File: config.mk
export PLATFORM = sky130hd
export DESIGN_NAME = csm_speed_ref
export DESIGN_NICKNAME = d
export VERILOG_FILES = /design/src/pkg/csm_pkg.sv /design/src/rtl/csm_motor_ref.sv /design/src/rtl/csm_speed_ref.sv
export SDC_FILE = /design/constraint.sdc
export NUM_CORES = 1
export LEC_CHECK = 0
export ABC_AREA = 1
export BUFFER_PORTS_ARGS = -buffer_cell sky130_fd_sc_hd__buf_2
export CAP_MARGIN = 20
export CELL_PAD_IN_SITES_DETAIL_PLACEMENT = 0
export CELL_PAD_IN_SITES_GLOBAL_PLACEMENT = 2
export CORE_ASPECT_RATIO = 1.1
export CORE_MARGIN = 4
export CORE_UTILIZATION = 35
export CTS_CLUSTER_SIZE = 12
export DETAILED_ROUTE_END_ITERATION = 6
export PLACE_DENSITY_LB_ADDON = 0.1
export SYNTH_ARGS = -nofsm -noshare
export SYNTH_HDL_FRONTEND = slang
export SYNTH_SLANG_ARGS = --single-unit
File: constraint.sdc
create_clock -name pclk -period 6.5 [get_ports pclk]
set_clock_uncertainty 0.05 [all_clocks]
set_input_delay 0.325 -clock pclk [delete_from_list [all_inputs] [get_ports pclk]]
set_output_delay 0.325 -clock pclk [all_outputs]
set_load 0.01 [all_outputs]
File: src/pkg/csm_pkg.sv
// Package of constants, types and register map for the speed reference block
//////////////////////////////////////////////////////////////////////////////
//////////////////////////////////////////////////////////////////////////////
package csm_pkg;

  // Register byte offsets
  localparam logic [11:0] CSM_OFF_CTRL = 12'h000;
  localparam logic [11:0] CSM_OFF_SRC = 12'h004;
  localparam logic [11:0] CSM_OFF_REFA = 12'h008;
  localparam logic [11:0] CSM_OFF_REFB = 12'h00C;
  localparam logic [11:0] CSM_OFF_RATE = 12'h010;
  localparam logic [11:0] CSM_OFF_FMAX = 12'h014;
  localparam logic [11:0] CSM_OFF_STAT = 12'h018;
  localparam logic [11:0] CSM_OFF_OUT = 12'h01C;
  localparam logic [11:0] CSM_OFF_MOT = 12'h020;
  localparam logic [11:0] CSM_OFF_PRE1 = 12'h040;
  localparam logic [11:0] CSM_OFF_PRE7 = 12'h058;

  // Widths
  localparam int CSM_FW = 16;
  localparam int CSM_NPRE = 7;
  localparam int CSM_NDI = 6;

  // Reference source codes
  localparam logic [7:0] CSM_SRC_MOTOR = 8'h8A;
  localparam logic [2:0] CSM_DI_OFF = 3'h0;

  // Reset values
  localparam logic [15:0] CSM_RATE_RST = 16'h0001;
  localparam logic [15:0] CSM_FMAX_RST = 16'h1388;
  localparam logic [15:0] CSM_ZERO_F = 16'h0000;
  localparam logic [31:0] CSM_BAD_ADDR = 32'h0000_0000;

  // Motorized retention modes
  typedef enum logic [1:0] {
    CSM_MODE_CLEAR,
    CSM_MODE_KEEP_LOCK,
    CSM_MODE_TRACK,
    CSM_MODE_KEEP_FREE
  } csm_mode_t;

  // Source selections, one 3-bit code per signal
  typedef struct packed {
    logic [2:0] decrease;
    logic [2:0] increase;
    logic [2:0] sel2;
    logic [2:0] sel1;
    logic [2:0] sel0;
  } csm_src_t;

  // Per-place reference settings
  typedef struct packed {
    logic [7:0] ref_code;
    logic [15:0] ext_ref;
  } csm_place_t;

endpackage : csm_pkg

File: src/rtl/csm_motor_ref.sv
// Motorized reference accumulator with four retention modes
`timescale 1ns/10ps
module csm_motor_ref
  import csm_pkg::*;
#(
  parameter int FW = CSM_FW
) (
  input wire logic pclk,
  input wire logic presetn,
  input wire logic up_cmd,
  input wire logic down_cmd,
  input wire logic running,
  input wire logic motor_active,
  input wire csm_mode_t mode,
  input wire logic [FW-1:0] active_ref,
  input wire logic [FW-1:0] rate,
  input wire logic [FW-1:0] fmax,
  output logic [FW-1:0] value
);

  logic [FW-1:0] value_ff; // Accumulated reference
  logic [FW-1:0] nxt_value;
  logic [FW:0] sum; // One extra bit catches overflow
  logic allow; // Commands accepted this cycle

  // Next value of the accumulator
  always_comb begin
    sum = {1'b0, value_ff} + {1'b0, rate};
    allow = running || (mode == CSM_MODE_KEEP_FREE);
    nxt_value = value_ff;
    if (mode == CSM_MODE_TRACK && !motor_active) begin
      nxt_value = active_ref;
    end else if (mode == CSM_MODE_CLEAR && !running) begin
      nxt_value = CSM_ZERO_F;
    end else if (allow && up_cmd && !down_cmd) begin
      // Saturate at the ceiling rather than wrap
      if (sum > {1'b0, fmax}) begin
        nxt_value = fmax;
      end else begin
        nxt_value = sum[FW-1:0];
      end
    end else if (allow && down_cmd && !up_cmd) begin
      if (value_ff < rate) begin
        nxt_value = CSM_ZERO_F;
      end else begin
        nxt_value = value_ff - rate;
      end
    end
    // Both commands: hold, as initialised above
  end

  // Accumulator register
  always_ff @(posedge pclk or negedge presetn) begin
    if (!presetn) begin
      value_ff <= CSM_ZERO_F;
    end else begin
      value_ff <= nxt_value;
    end
  end

  assign value = value_ff;

  // Checks
  hold_both_a: assert property (@(posedge pclk) disable iff (!presetn)
    up_cmd && down_cmd && mode != CSM_MODE_TRACK && running
    |=> value_ff == $past(value_ff))
    else $error("Motor value moved with both commands");
  clear_stop_a: assert property (@(posedge pclk) disable iff (!presetn)
    mode == CSM_MODE_CLEAR && !running |=> value_ff == CSM_ZERO_F)
    else $error("Mode 0 stop did not clear");
  lock_stop_a: assert property (@(posedge pclk) disable iff (!presetn)
    mode == CSM_MODE_KEEP_LOCK && !running |=> value_ff == $past(value_ff))
    else $error("Mode 1 changed while stopped");
  free_up_a: assert property (@(posedge pclk) disable iff (!presetn)
    mode == CSM_MODE_KEEP_FREE && up_cmd && !down_cmd
    |=> value_ff >= $past(value_ff))
    else $error("Mode 3 increase went down");
  track_ref_a: assert property (@(posedge pclk) disable iff (!presetn)
    mode == CSM_MODE_TRACK && !motor_active |=> value_ff == $past(active_ref))
    else $error("Mode 2 not tracking");
  ceiling_a: assert property (@(posedge pclk) disable iff (!presetn)
    up_cmd && !$stable(value_ff) && mode != CSM_MODE_TRACK
    |-> value_ff <= $past(fmax))
    else $error("Motor value above ceiling");
  ramp_c: cover property (@(posedge pclk) disable iff (!presetn)
    up_cmd [*3] ##1 down_cmd);

endmodule : csm_motor_ref

File: src/rtl/csm_speed_ref.sv
// Preset and motorized frequency reference selector with APB registers
`timescale 1ns/10ps
module csm_speed_ref
  import csm_pkg::*;
#(
  parameter int FW = CSM_FW,
  parameter int NPRE = CSM_NPRE,
  parameter int NDI = CSM_NDI
) (
  input wire logic pclk,
  input wire logic presetn,
  input wire logic psel,
  input wire logic penable,
  input wire logic pwrite,
  input wire logic [11:0] paddr,
  input wire logic [31:0] pwdata,
  output logic [31:0] prdata,
  output logic pready,
  output logic pslverr,
  input wire logic [NDI-1:0] digital_in,
  input wire logic running,
  output logic [FW-1:0] freq_ref,
  output logic fixed_frequency_indicator,
  output logic motor_ref_active
);

  //////////////////////////////////////////////////////////////////////////
  // Register storage
  logic place_b_ff; // Control place select
  logic [1:0] mode_ff; // Retention mode
  csm_src_t src_ff; // Input source codes
  csm_place_t place_a_ff; // Place A reference settings
  csm_place_t place_b_cfg_ff; // Place B reference settings
  logic [FW-1:0] rate_ff; // Ramp step per clock
  logic [FW-1:0] fmax_ff; // Ramp ceiling
  logic [FW-1:0] preset_ff [NPRE]; // Stored presets
  logic nxt_place_b;
  logic [1:0] nxt_mode;
  csm_src_t nxt_src;
  csm_place_t nxt_place_a;
  csm_place_t nxt_place_b_cfg;
  logic [FW-1:0] nxt_rate;
  logic [FW-1:0] nxt_fmax;
  logic [FW-1:0] nxt_preset [NPRE];

  // Output registers
  logic [FW-1:0] freq_ff;
  logic fixed_ff;
  logic motor_ff;
  logic [FW-1:0] nxt_freq;
  logic nxt_fixed;
  logic nxt_motor;

  // Bus decode helpers
  logic wr_en;
  logic rd_hit;
  logic [31:0] rd_data;
  int pidx; // Preset slot index

  // Routed signals
  logic [2:0] preset_code;
  logic up_cmd;
  logic down_cmd;
  csm_place_t place_sel;
  logic [FW-1:0] motor_val;
  csm_mode_t mode_e;

  //////////////////////////////////////////////////////////////////////////
  // Input routing: code zero and codes above NDI force low, code n from 1 to NDI picks input n
  function automatic logic route_di(input logic [2:0] code,
                                    input logic [NDI-1:0] di);
    logic bit_v;
    bit_v = 1'b0;
    if (code != CSM_DI_OFF && int'(code) <= NDI) begin
      bit_v = di[int'(code) - 1];
    end
    return bit_v;
  endfunction : route_di

  always_comb begin
    preset_code = {route_di(src_ff.sel2, digital_in),
                   route_di(src_ff.sel1, digital_in),
                   route_di(src_ff.sel0, digital_in)};
    up_cmd = route_di(src_ff.increase, digital_in);
    down_cmd = route_di(src_ff.decrease, digital_in);
    place_sel = place_b_ff ? place_b_cfg_ff : place_a_ff;
    mode_e = csm_mode_t'(mode_ff);
  end

  //////////////////////////////////////////////////////////////////////////
  // Motorized reference
  csm_motor_ref #(
    .FW(FW)
  ) csm_motor_ref_i (
    .pclk(pclk),
    .presetn(presetn),
    .up_cmd(up_cmd),
    .down_cmd(down_cmd),
    .running(running),
    .motor_active(place_sel.ref_code == CSM_SRC_MOTOR),
    .mode(mode_e),
    .active_ref(place_sel.ext_ref),
    .rate(rate_ff),
    .fmax(fmax_ff),
    .value(motor_val)
  );

  //////////////////////////////////////////////////////////////////////////
  // Reference selection: presets override every other source
  always_comb begin
    nxt_fixed = (preset_code != 3'h0);
    nxt_motor = !nxt_fixed && (place_sel.ref_code == CSM_SRC_MOTOR);
    if (nxt_fixed) begin
      nxt_freq = preset_ff[int'(preset_code) - 1];
    end else if (nxt_motor) begin
      nxt_freq = motor_val;
    end else begin
      nxt_freq = place_sel.ext_ref;
    end
  end

  always_ff @(posedge pclk or negedge presetn) begin
    if (!presetn) begin
      freq_ff <= CSM_ZERO_F;
      fixed_ff <= 1'b0;
      motor_ff <= 1'b0;
    end else begin
      freq_ff <= nxt_freq;
      fixed_ff <= nxt_fixed;
      motor_ff <= nxt_motor;
    end
  end

  assign freq_ref = freq_ff;
  assign fixed_frequency_indicator = fixed_ff;
  assign motor_ref_active = motor_ff;

  //////////////////////////////////////////////////////////////////////////
  // APB slave: zero wait states, error on unmapped address
  assign pready = 1'b1;
  assign wr_en = psel && penable && pwrite;
  assign pidx = int'((paddr - CSM_OFF_PRE1) >> 2);

  // Read mux and address hit
  always_comb begin
    rd_hit = 1'b1;
    rd_data = CSM_BAD_ADDR;
    unique case (paddr)
      CSM_OFF_CTRL: rd_data = {29'h0, mode_ff, place_b_ff};
      CSM_OFF_SRC: rd_data = {17'h0, src_ff};
      CSM_OFF_REFA: rd_data = {8'h0, place_a_ff};
      CSM_OFF_REFB: rd_data = {8'h0, place_b_cfg_ff};
      CSM_OFF_RATE: rd_data = {16'h0, rate_ff};
      CSM_OFF_FMAX: rd_data = {16'h0, fmax_ff};
      CSM_OFF_STAT: rd_data = {26'h0, preset_code, running,
                               motor_ff, fixed_ff};
      CSM_OFF_OUT: rd_data = {16'h0, freq_ff};
      CSM_OFF_MOT: rd_data = {16'h0, motor_val};
      default: begin
        // Presets sit on consecutive words
        if (paddr >= CSM_OFF_PRE1 && paddr <= CSM_OFF_PRE7
            && paddr[1:0] == 2'h0) begin
          rd_data = {16'h0, preset_ff[pidx]};
        end else begin
          rd_hit = 1'b0;
        end
      end
    endcase
  end

  assign pslverr = psel && penable && !rd_hit;

  always_ff @(posedge pclk or negedge presetn) begin
    if (!presetn) begin
      prdata <= CSM_BAD_ADDR;
    end else if (psel && !penable && !pwrite) begin
      prdata <= rd_data; // Captured in setup, stable for access
    end
  end

  // Register writes
  always_comb begin
    nxt_place_b = place_b_ff;
    nxt_mode = mode_ff;
    nxt_src = src_ff;
    nxt_place_a = place_a_ff;
    nxt_place_b_cfg = place_b_cfg_ff;
    nxt_rate = rate_ff;
    nxt_fmax = fmax_ff;
    nxt_preset = preset_ff;
    if (wr_en && rd_hit) begin
      unique case (paddr)
        CSM_OFF_CTRL: begin
          nxt_place_b = pwdata[0];
          nxt_mode = pwdata[2:1];
        end
        CSM_OFF_SRC: nxt_src = csm_src_t'(pwdata[14:0]);
        CSM_OFF_REFA: nxt_place_a = csm_place_t'(pwdata[23:0]);
        CSM_OFF_REFB: nxt_place_b_cfg = csm_place_t'(pwdata[23:0]);
        CSM_OFF_RATE: nxt_rate = pwdata[FW-1:0];
        CSM_OFF_FMAX: nxt_fmax = pwdata[FW-1:0];
        default: begin
          if (paddr >= CSM_OFF_PRE1) begin
            nxt_preset[pidx] = pwdata[FW-1:0];
          end
        end
      endcase
    end
  end

  always_ff @(posedge pclk or negedge presetn) begin
    if (!presetn) begin
      place_b_ff <= 1'b0;
      mode_ff <= 2'h0;
      src_ff <= '0;
      place_a_ff <= '0;
      place_b_cfg_ff <= '0;
      rate_ff <= CSM_RATE_RST;
      fmax_ff <= CSM_FMAX_RST;
      for (int i = 0; i < NPRE; i++) begin
        preset_ff[i] <= CSM_ZERO_F;
      end
    end else begin
      place_b_ff <= nxt_place_b;
      mode_ff <= nxt_mode;
      src_ff <= nxt_src;
      place_a_ff <= nxt_place_a;
      place_b_cfg_ff <= nxt_place_b_cfg;
      rate_ff <= nxt_rate;
      fmax_ff <= nxt_fmax;
      preset_ff <= nxt_preset;
    end
  end

  //////////////////////////////////////////////////////////////////////////
  // Checks
  preset_pick_a: assert property (@(posedge pclk) disable iff (!presetn)
    preset_code != 3'h0 |=> freq_ff == $past(preset_ff[int'(preset_code) - 1]))
    else $error("Preset frequency not selected");
  preset_flag_a: assert property (@(posedge pclk) disable iff (!presetn)
    preset_code == 3'h0 |=> !fixed_ff)
    else $error("Preset flag with zero code");
  motor_sel_a: assert property (@(posedge pclk) disable iff (!presetn)
    preset_code == 3'h0 && place_sel.ref_code == CSM_SRC_MOTOR
    |=> motor_ff && freq_ff == $past(motor_val))
    else $error("Motor reference not routed");
  off_src_a: assert property (@(posedge pclk) disable iff (!presetn)
    src_ff.sel0 == CSM_DI_OFF && src_ff.sel1 == CSM_DI_OFF
    && src_ff.sel2 == CSM_DI_OFF |-> !nxt_fixed)
    else $error("Disabled sources selected a preset");
  place_sw_a: assert property (@(posedge pclk) disable iff (!presetn)
    place_b_ff && preset_code == 3'h0 && place_b_cfg_ff.ref_code
    != CSM_SRC_MOTOR |=> freq_ff == $past(place_b_cfg_ff.ext_ref))
    else $error("Place B not applied");
  preset_c: cover property (@(posedge pclk) disable iff (!presetn)
    fixed_ff ##1 !fixed_ff);
  motor_c: cover property (@(posedge pclk) disable iff (!presetn)
    motor_ff && up_cmd);
  place_c: cover property (@(posedge pclk) disable iff (!presetn)
    $rose(place_b_ff));

endmodule : csm_speed_ref

[Yosys cells after proc, flatten, opt, wreduce, memory -nomap -nowiden]
Index checks and enable logic that the tools add are counted.
Word-level totals
  bits in registers: 276
  output and inout bits: 52
  logic and storage cells: 156
Operators by class
  add/subtract/negate cells: 9
  $lt $le $gt $ge: 17
  eq/ne operators: 11
  muxes and demuxes: 42
  bitwise logic cells: 3
  reduce and logical (&&, ||, !) cells: 49
Operators by type and width (number)
  two-way mux 16 bit: 14
  one-hot mux 24 bit (9 select lines): 1
  bitwise mux 112 bit: 1
  binary-select mux 16 bit (select 3 bit): 2
  >= comparator 32 x 4 -> 1 bit, second input constant: 2
  demux 16 bit (select 3 bit): 1
  equality test 12 x 5 -> 1 bit, second input constant: 4
  less-than comparator 32 x 1 -> 1 bit, second input constant: 1
  inverter 30 -> 32 bit: 1
  inverter 32 bit: 1
  less-than comparator 4 x 5 -> 1 bit, second input constant: 5
  equality test 12 x 4 -> 1 bit, second input constant: 2
  two-way mux 24 bit: 1
  subtractor 3 x 1 -> 4 bit, second input constant: 6
  logical AND 1 bit: 21
  nonzero test 3 bit: 6
  adder 16 x 16 -> 17 bit: 1
  > comparator 17 x 16 -> 1 bit: 1
  two-way mux 1 bit: 17
  less-than comparator 16 bit: 1
  subtractor 16 bit: 1
  binary-select mux 1 bit (select 3 bit): 5
  <= comparator 3 bit, second input constant: 5
  subtractor 12 x 7 -> 13 bit, second input constant: 1
  other kinds (16): 30

[Logic depth before layout (Yosys ltp)]
  word-level depth: 11
  mapped depth: 25
  mapped depth without buffers: 25

[By module]
Synthesis repeated with hierarchy kept, for this count alone.
Second synthesis, totals
  cells, all modules: 2611
  area, all modules: 17740.8 µm²
Modules (own cells, without submodules)
  csm_speed_ref: instances 1, cells an instance 2077, area each 14453.9 µm², sequential area each 6313.6 µm²
  csm_motor_ref: instances 1, cells an instance 534, area each 3286.9 µm², sequential area each 400.4 µm²

[Worst setup path before layout]
OpenSTA, ideal clock, no wires.
  kind: reg2reg
  start: register rate_ff[0]
  end: register csm_motor_ref_i.value_ff[6], in the netlist csm_motor_ref_i.value[6]
  library setup time: 118 ps
  arrival: 3391 ps
  path slack: 2941 ps
  stages on the path, launching flop included: 22
  path through: dfstp_2 > ha_1 > inv_1 > fa_1 > nand3b_1 > nand2_1 > a21oi_1 > nor2_1 > nor2_1 > xor2_1 > ha_1 > inv_1 > nor3_1 > nand3_1 > nand3b_1 > nand2_1 > nand2_1 > buf_2 > nand2_1 > nand3_1 > a21oi_1 > nor2_1
Between the ends
  cells in the longest elaborated chain, start to end: 6
  elaborated cells on any way between the ends: 10
RTL lines
  from (decl): RTL line csm_speed_ref.sv:34  | logic [FW-1:0] rate_ff;
  from (signal assigned): RTL line csm_speed_ref.sv:229  | rate_ff <= nxt_rate;
  adder 16 x 16 -> 17 bit, or another cell as far along: RTL line csm_motor_ref.sv:28  | sum = {1'b0, value_ff} + {1'b0, rate};
  > comparator 17 x 16 -> 1 bit or two-way mux 16 bit (tied branches): RTL line csm_motor_ref.sv:37, csm_motor_ref.sv:43
  two-way mux 16 bit, on equally long branches: RTL line csm_motor_ref.sv:37, csm_motor_ref.sv:42
  two-way mux 16 bit *: RTL line csm_motor_ref.sv:35  | end else if (allow && up_cmd && !down_cmd) begin
  two-way mux 16 bit *: RTL line csm_motor_ref.sv:33  | end else if (mode == CSM_MODE_CLEAR && !running) begin
  two-way mux 16 bit *: RTL line csm_motor_ref.sv:31  | if (mode == CSM_MODE_TRACK && !motor_active) begin
  to (signal assigned): RTL line csm_motor_ref.sv:57  | value_ff <= nxt_value;
  to (decl): RTL line csm_motor_ref.sv:21  | logic [FW-1:0] value_ff;
Mark *: on every way between the ends. The rest lies on a longest branch, timed or not. The select of a mux whose other input is x is not followed.
A chain may end at the register's enable or synchronous reset.

[Worst setup path in the final report]
  start: register rate_ff[0]
  end: register csm_motor_ref_i.value_ff[10], in the netlist csm_motor_ref_i.value[10]
The elaborated chain is that of the path after synthesis.

==> impl_results.md <==
- Status: complete, no violations
- Nature of the critical path startpoint: register
- 1st-pass router iterations: 5
- Top cells by area, synth: dfrtp_1 39%, nand2_1 11%, o21ai_0 9.7%
- Critical R2R Launch: rate_ff[0]
- Total GRT Usage: 26.2%
- Post-CTS Setup Inserts: 0
- Lkg Pwr: 9.21 nW
- Async S/R FF share, synth: 100%
- EDFF count, synth: 0
- CTS tree: built
- Crit path DAT: 4940 ps
- Endpoints failing setup: 0
- Die ar.: 0.0516 sq mm
- Worst hold path class: primary input to register
- H-tree depth: 1
- Hold Path Depth: 3
- Synth top area share: 39.0%
- Global-route wire length before repair: 103000 um
- Nets: 2419
- Area of the mapped netlist: 0.0168 sq mm
- Max_cap viols: 0
- Worst EP required: 6930 ps
- Clock transition at path regs: 60 ps
- ANT cells: 0
- # rows: 83
- Cts bufs inserted: 31
- Die span in x: 217 um
- Crit share post-route: 69.4%
- Crit path time final: 4510 ps
- Sequential area share after synthesis: 40.0%
- Hold Vio Cnt, Final: 0
- Clock Tree Root: clkbuf_16
- Cell taking the most area after synthesis: dfrtp_1
- RR Endpoint: csm_motor_ref_i.value[10]
- Critical Path Source: rate_ff[0]
- Post-DP HPWL: 49300 um
- Unrepaired setup endpoints after global routing: no
- Vias post-DR: 16.1k
- Initial Util: 35.7%
- Initial antenna violation count: 1
- Number of routed nets with antenna violations: 0
- Die Span Y: 238 um
- Detailed-route vias per instance: 5.46
- Register bit total from synthesis: 268
- Post-synth top flop: dfrtp_1
- Worst vdd ir: 206 uV
- CTS Hold Bufs: 10
- Worst-Skew Late Latency: 590 ps
- Syn_area_per_cell: 7.49 sq um
- PwrDens: 208 mW/mm^2
- Share of post-route cells with drive strength above 1: 11.5%
- Bufs on Longest Clock Path: 3
- Ports: 108
- Sink Count: 268
- Syn-to-layout area delta: 13.4%
- Port Buffer Count: 90
- Routed WL per cell: 23.4 um
- Final TNS setup: 0 ps
- Worst setup path end: csm_motor_ref_i.value[10]
- Slew Viols, Final: 0
- Worst Tran Pin Value: 1150 ps
- Fmax: 222 MHz
- GR Overflow Total: 0
- Library cells used by synthesis: 57
- CTS resizes: 0
- Vias in the first global route: 15.6k
- Largest net degree at the start of global routing: 78
- Most frequent cell after synthesis: nand2_1
- Post-Route WL: 69100 um
- DRT iter0 DRCs: 1413
- Fin Hold WS: 53.3 ps
- Max-Slew Margin vs Limit: 22.5%
- R2R depth: 21
- Most common library cells after synthesis: 508 x nand2_1, 327 x o21ai_0, 262 x dfrtp_1
- Critical Path Fanout Max: 17
- DRC: 0
- Core area: 0.0470 sq mm
- R2R setup slack: 1990 ps
- Post-Syn Instances: 2241
- Setup crit end kind: register
- Critical path class: register to register
- Warnings, synthesis: 0
- # fillers: 4929
- GP Congestion: 0.861
==> cells in the final DEF, fill, tap and decap left out, types with 7 or more instances in the layout <==
cell type and count:
a211oi_1 7, clkbuf_8 10, inv_1 228, inv_2 8, o22ai_1 71, a31oi_1 8
buf_2 89, o221ai_1 8, conb_1 9, dfrtp_1 262, a21oi_1 140, nand2_2 15
a2bb2oi_1 14, xor2_1 15, nand3_1 127, clkinv_2 7, nor3_1 23, a221oi_1 7
dlygate4sd3_1 10, o21ai_2 30, buf_4 23, nand4_1 27, ha_1 67, nand2_1 507
nor4_1 9, nor2_1 123, o21ai_1 11, o211ai_1 13, clkbuf_16 31, nor2_4 12
o21ai_0 327
==> worst min path at each step <==
stage | start | to | slack [ps]
floorplan | presetn | csm_motor_ref_i.value[0] | -20
global placement | presetn | preset_ff[71] | 260
detailed placement | presetn | preset_ff[55] | 260
CTS | pwdata[4] | src_ff[4] | 20
global route | pwdata[4] | src_ff[4] | 40
finish | pwdata[13] | src_ff[13] | 50
==> stage by stage <==
step                      instances  instance area, sq um  total power [W]  setup WS, ps  util (%)
after floorplan                2248                 16800          0.00186          2940         -
after global placement         2883                 17700          0.00201          1950      37.7
after detailed placement       2886                 17800          0.00201          1980      37.8
after CTS                      2954                 19000          0.00400          1960      40.4
after global routing           2955                 19000          0.00411          1660      40.5
final                          2955                 19000          0.00396          1990      40.5
==> cell families (layout without fill, tap and decap cells) <==
group	count (synthesis)	after routing	synth area share, %
and+or+nand+nor	869	869	22.9
AOI/OAI and AO/OA	656	656	22.1
buffers and inverters	355	425	8.60
DFF	268	268	40.0
adders and majority gates	70	70	5.30
xor gates and xnor gates	21	21	1.10
other	2	9	0.0447
==> report_power, final <==
| part | leakage (nW) | internal [W] | switching, W |
|---|---|---|---|
| combinational | 5.46 | 0.0000786 | 0.000224 |
| sequential | 3.18 | 0.00167 | 0.00000818 |
| clock | 0.574 | 0.00122 | 0.000754 |
==> registers in the layout (all words and copies together), names as in the netlist <==
name,cells
prdata,24
motor_ref_active,1
fixed_frequency_indicator,1
rate_ff,16
place_b_ff,1
mode_e,2
fmax_ff,16
place_b_cfg_ff,24
preset_ff,112
freq_ref,16
csm_motor_ref_i.value,16
src_ff,15
place_a_ff,24
==> worst max-delay path, stage by stage, from the launching register on <==
cell      delay [ps]
dfstp_2          550
ha_1             180
inv_1             60
fa_1             390
nand3b_1         170
nand2_1          160
a21oi_1          170
nor2_1           230
nor2_1            80
xor2_1           180
ha_1             320
inv_1             50
nor3_1           240
nand3_1          100
nand3b_1         180
nand2_1           80
buf_4            230
nand2_1          450
nand2_1          190
nand3_1          100
a21oi_1          180
nor2_1            50
==> routing by layer <==
metal	routed length [um]	vias to the layer above	track usage, %
met5	0	-	0
met3	3530	107	3.02
li1	-	7654	-
met4	2680	0	9.43
met1	29700	7815	34.9
met2	33100	550	44.2
==> cell type report <==
cell class	count	area, sq um	share of cell area (%)
inverters	241	910	4.78
clock inverters	14	224	1.18
repair buffers	126	803	4.22
multi-input cells	1625	8680	45.5
well taps	637	797	4.18
clock buffers	44	925	4.85
flip-flops and latches	268	6710	35.2
Note: power is estimated with default switching activity, not from simulation.
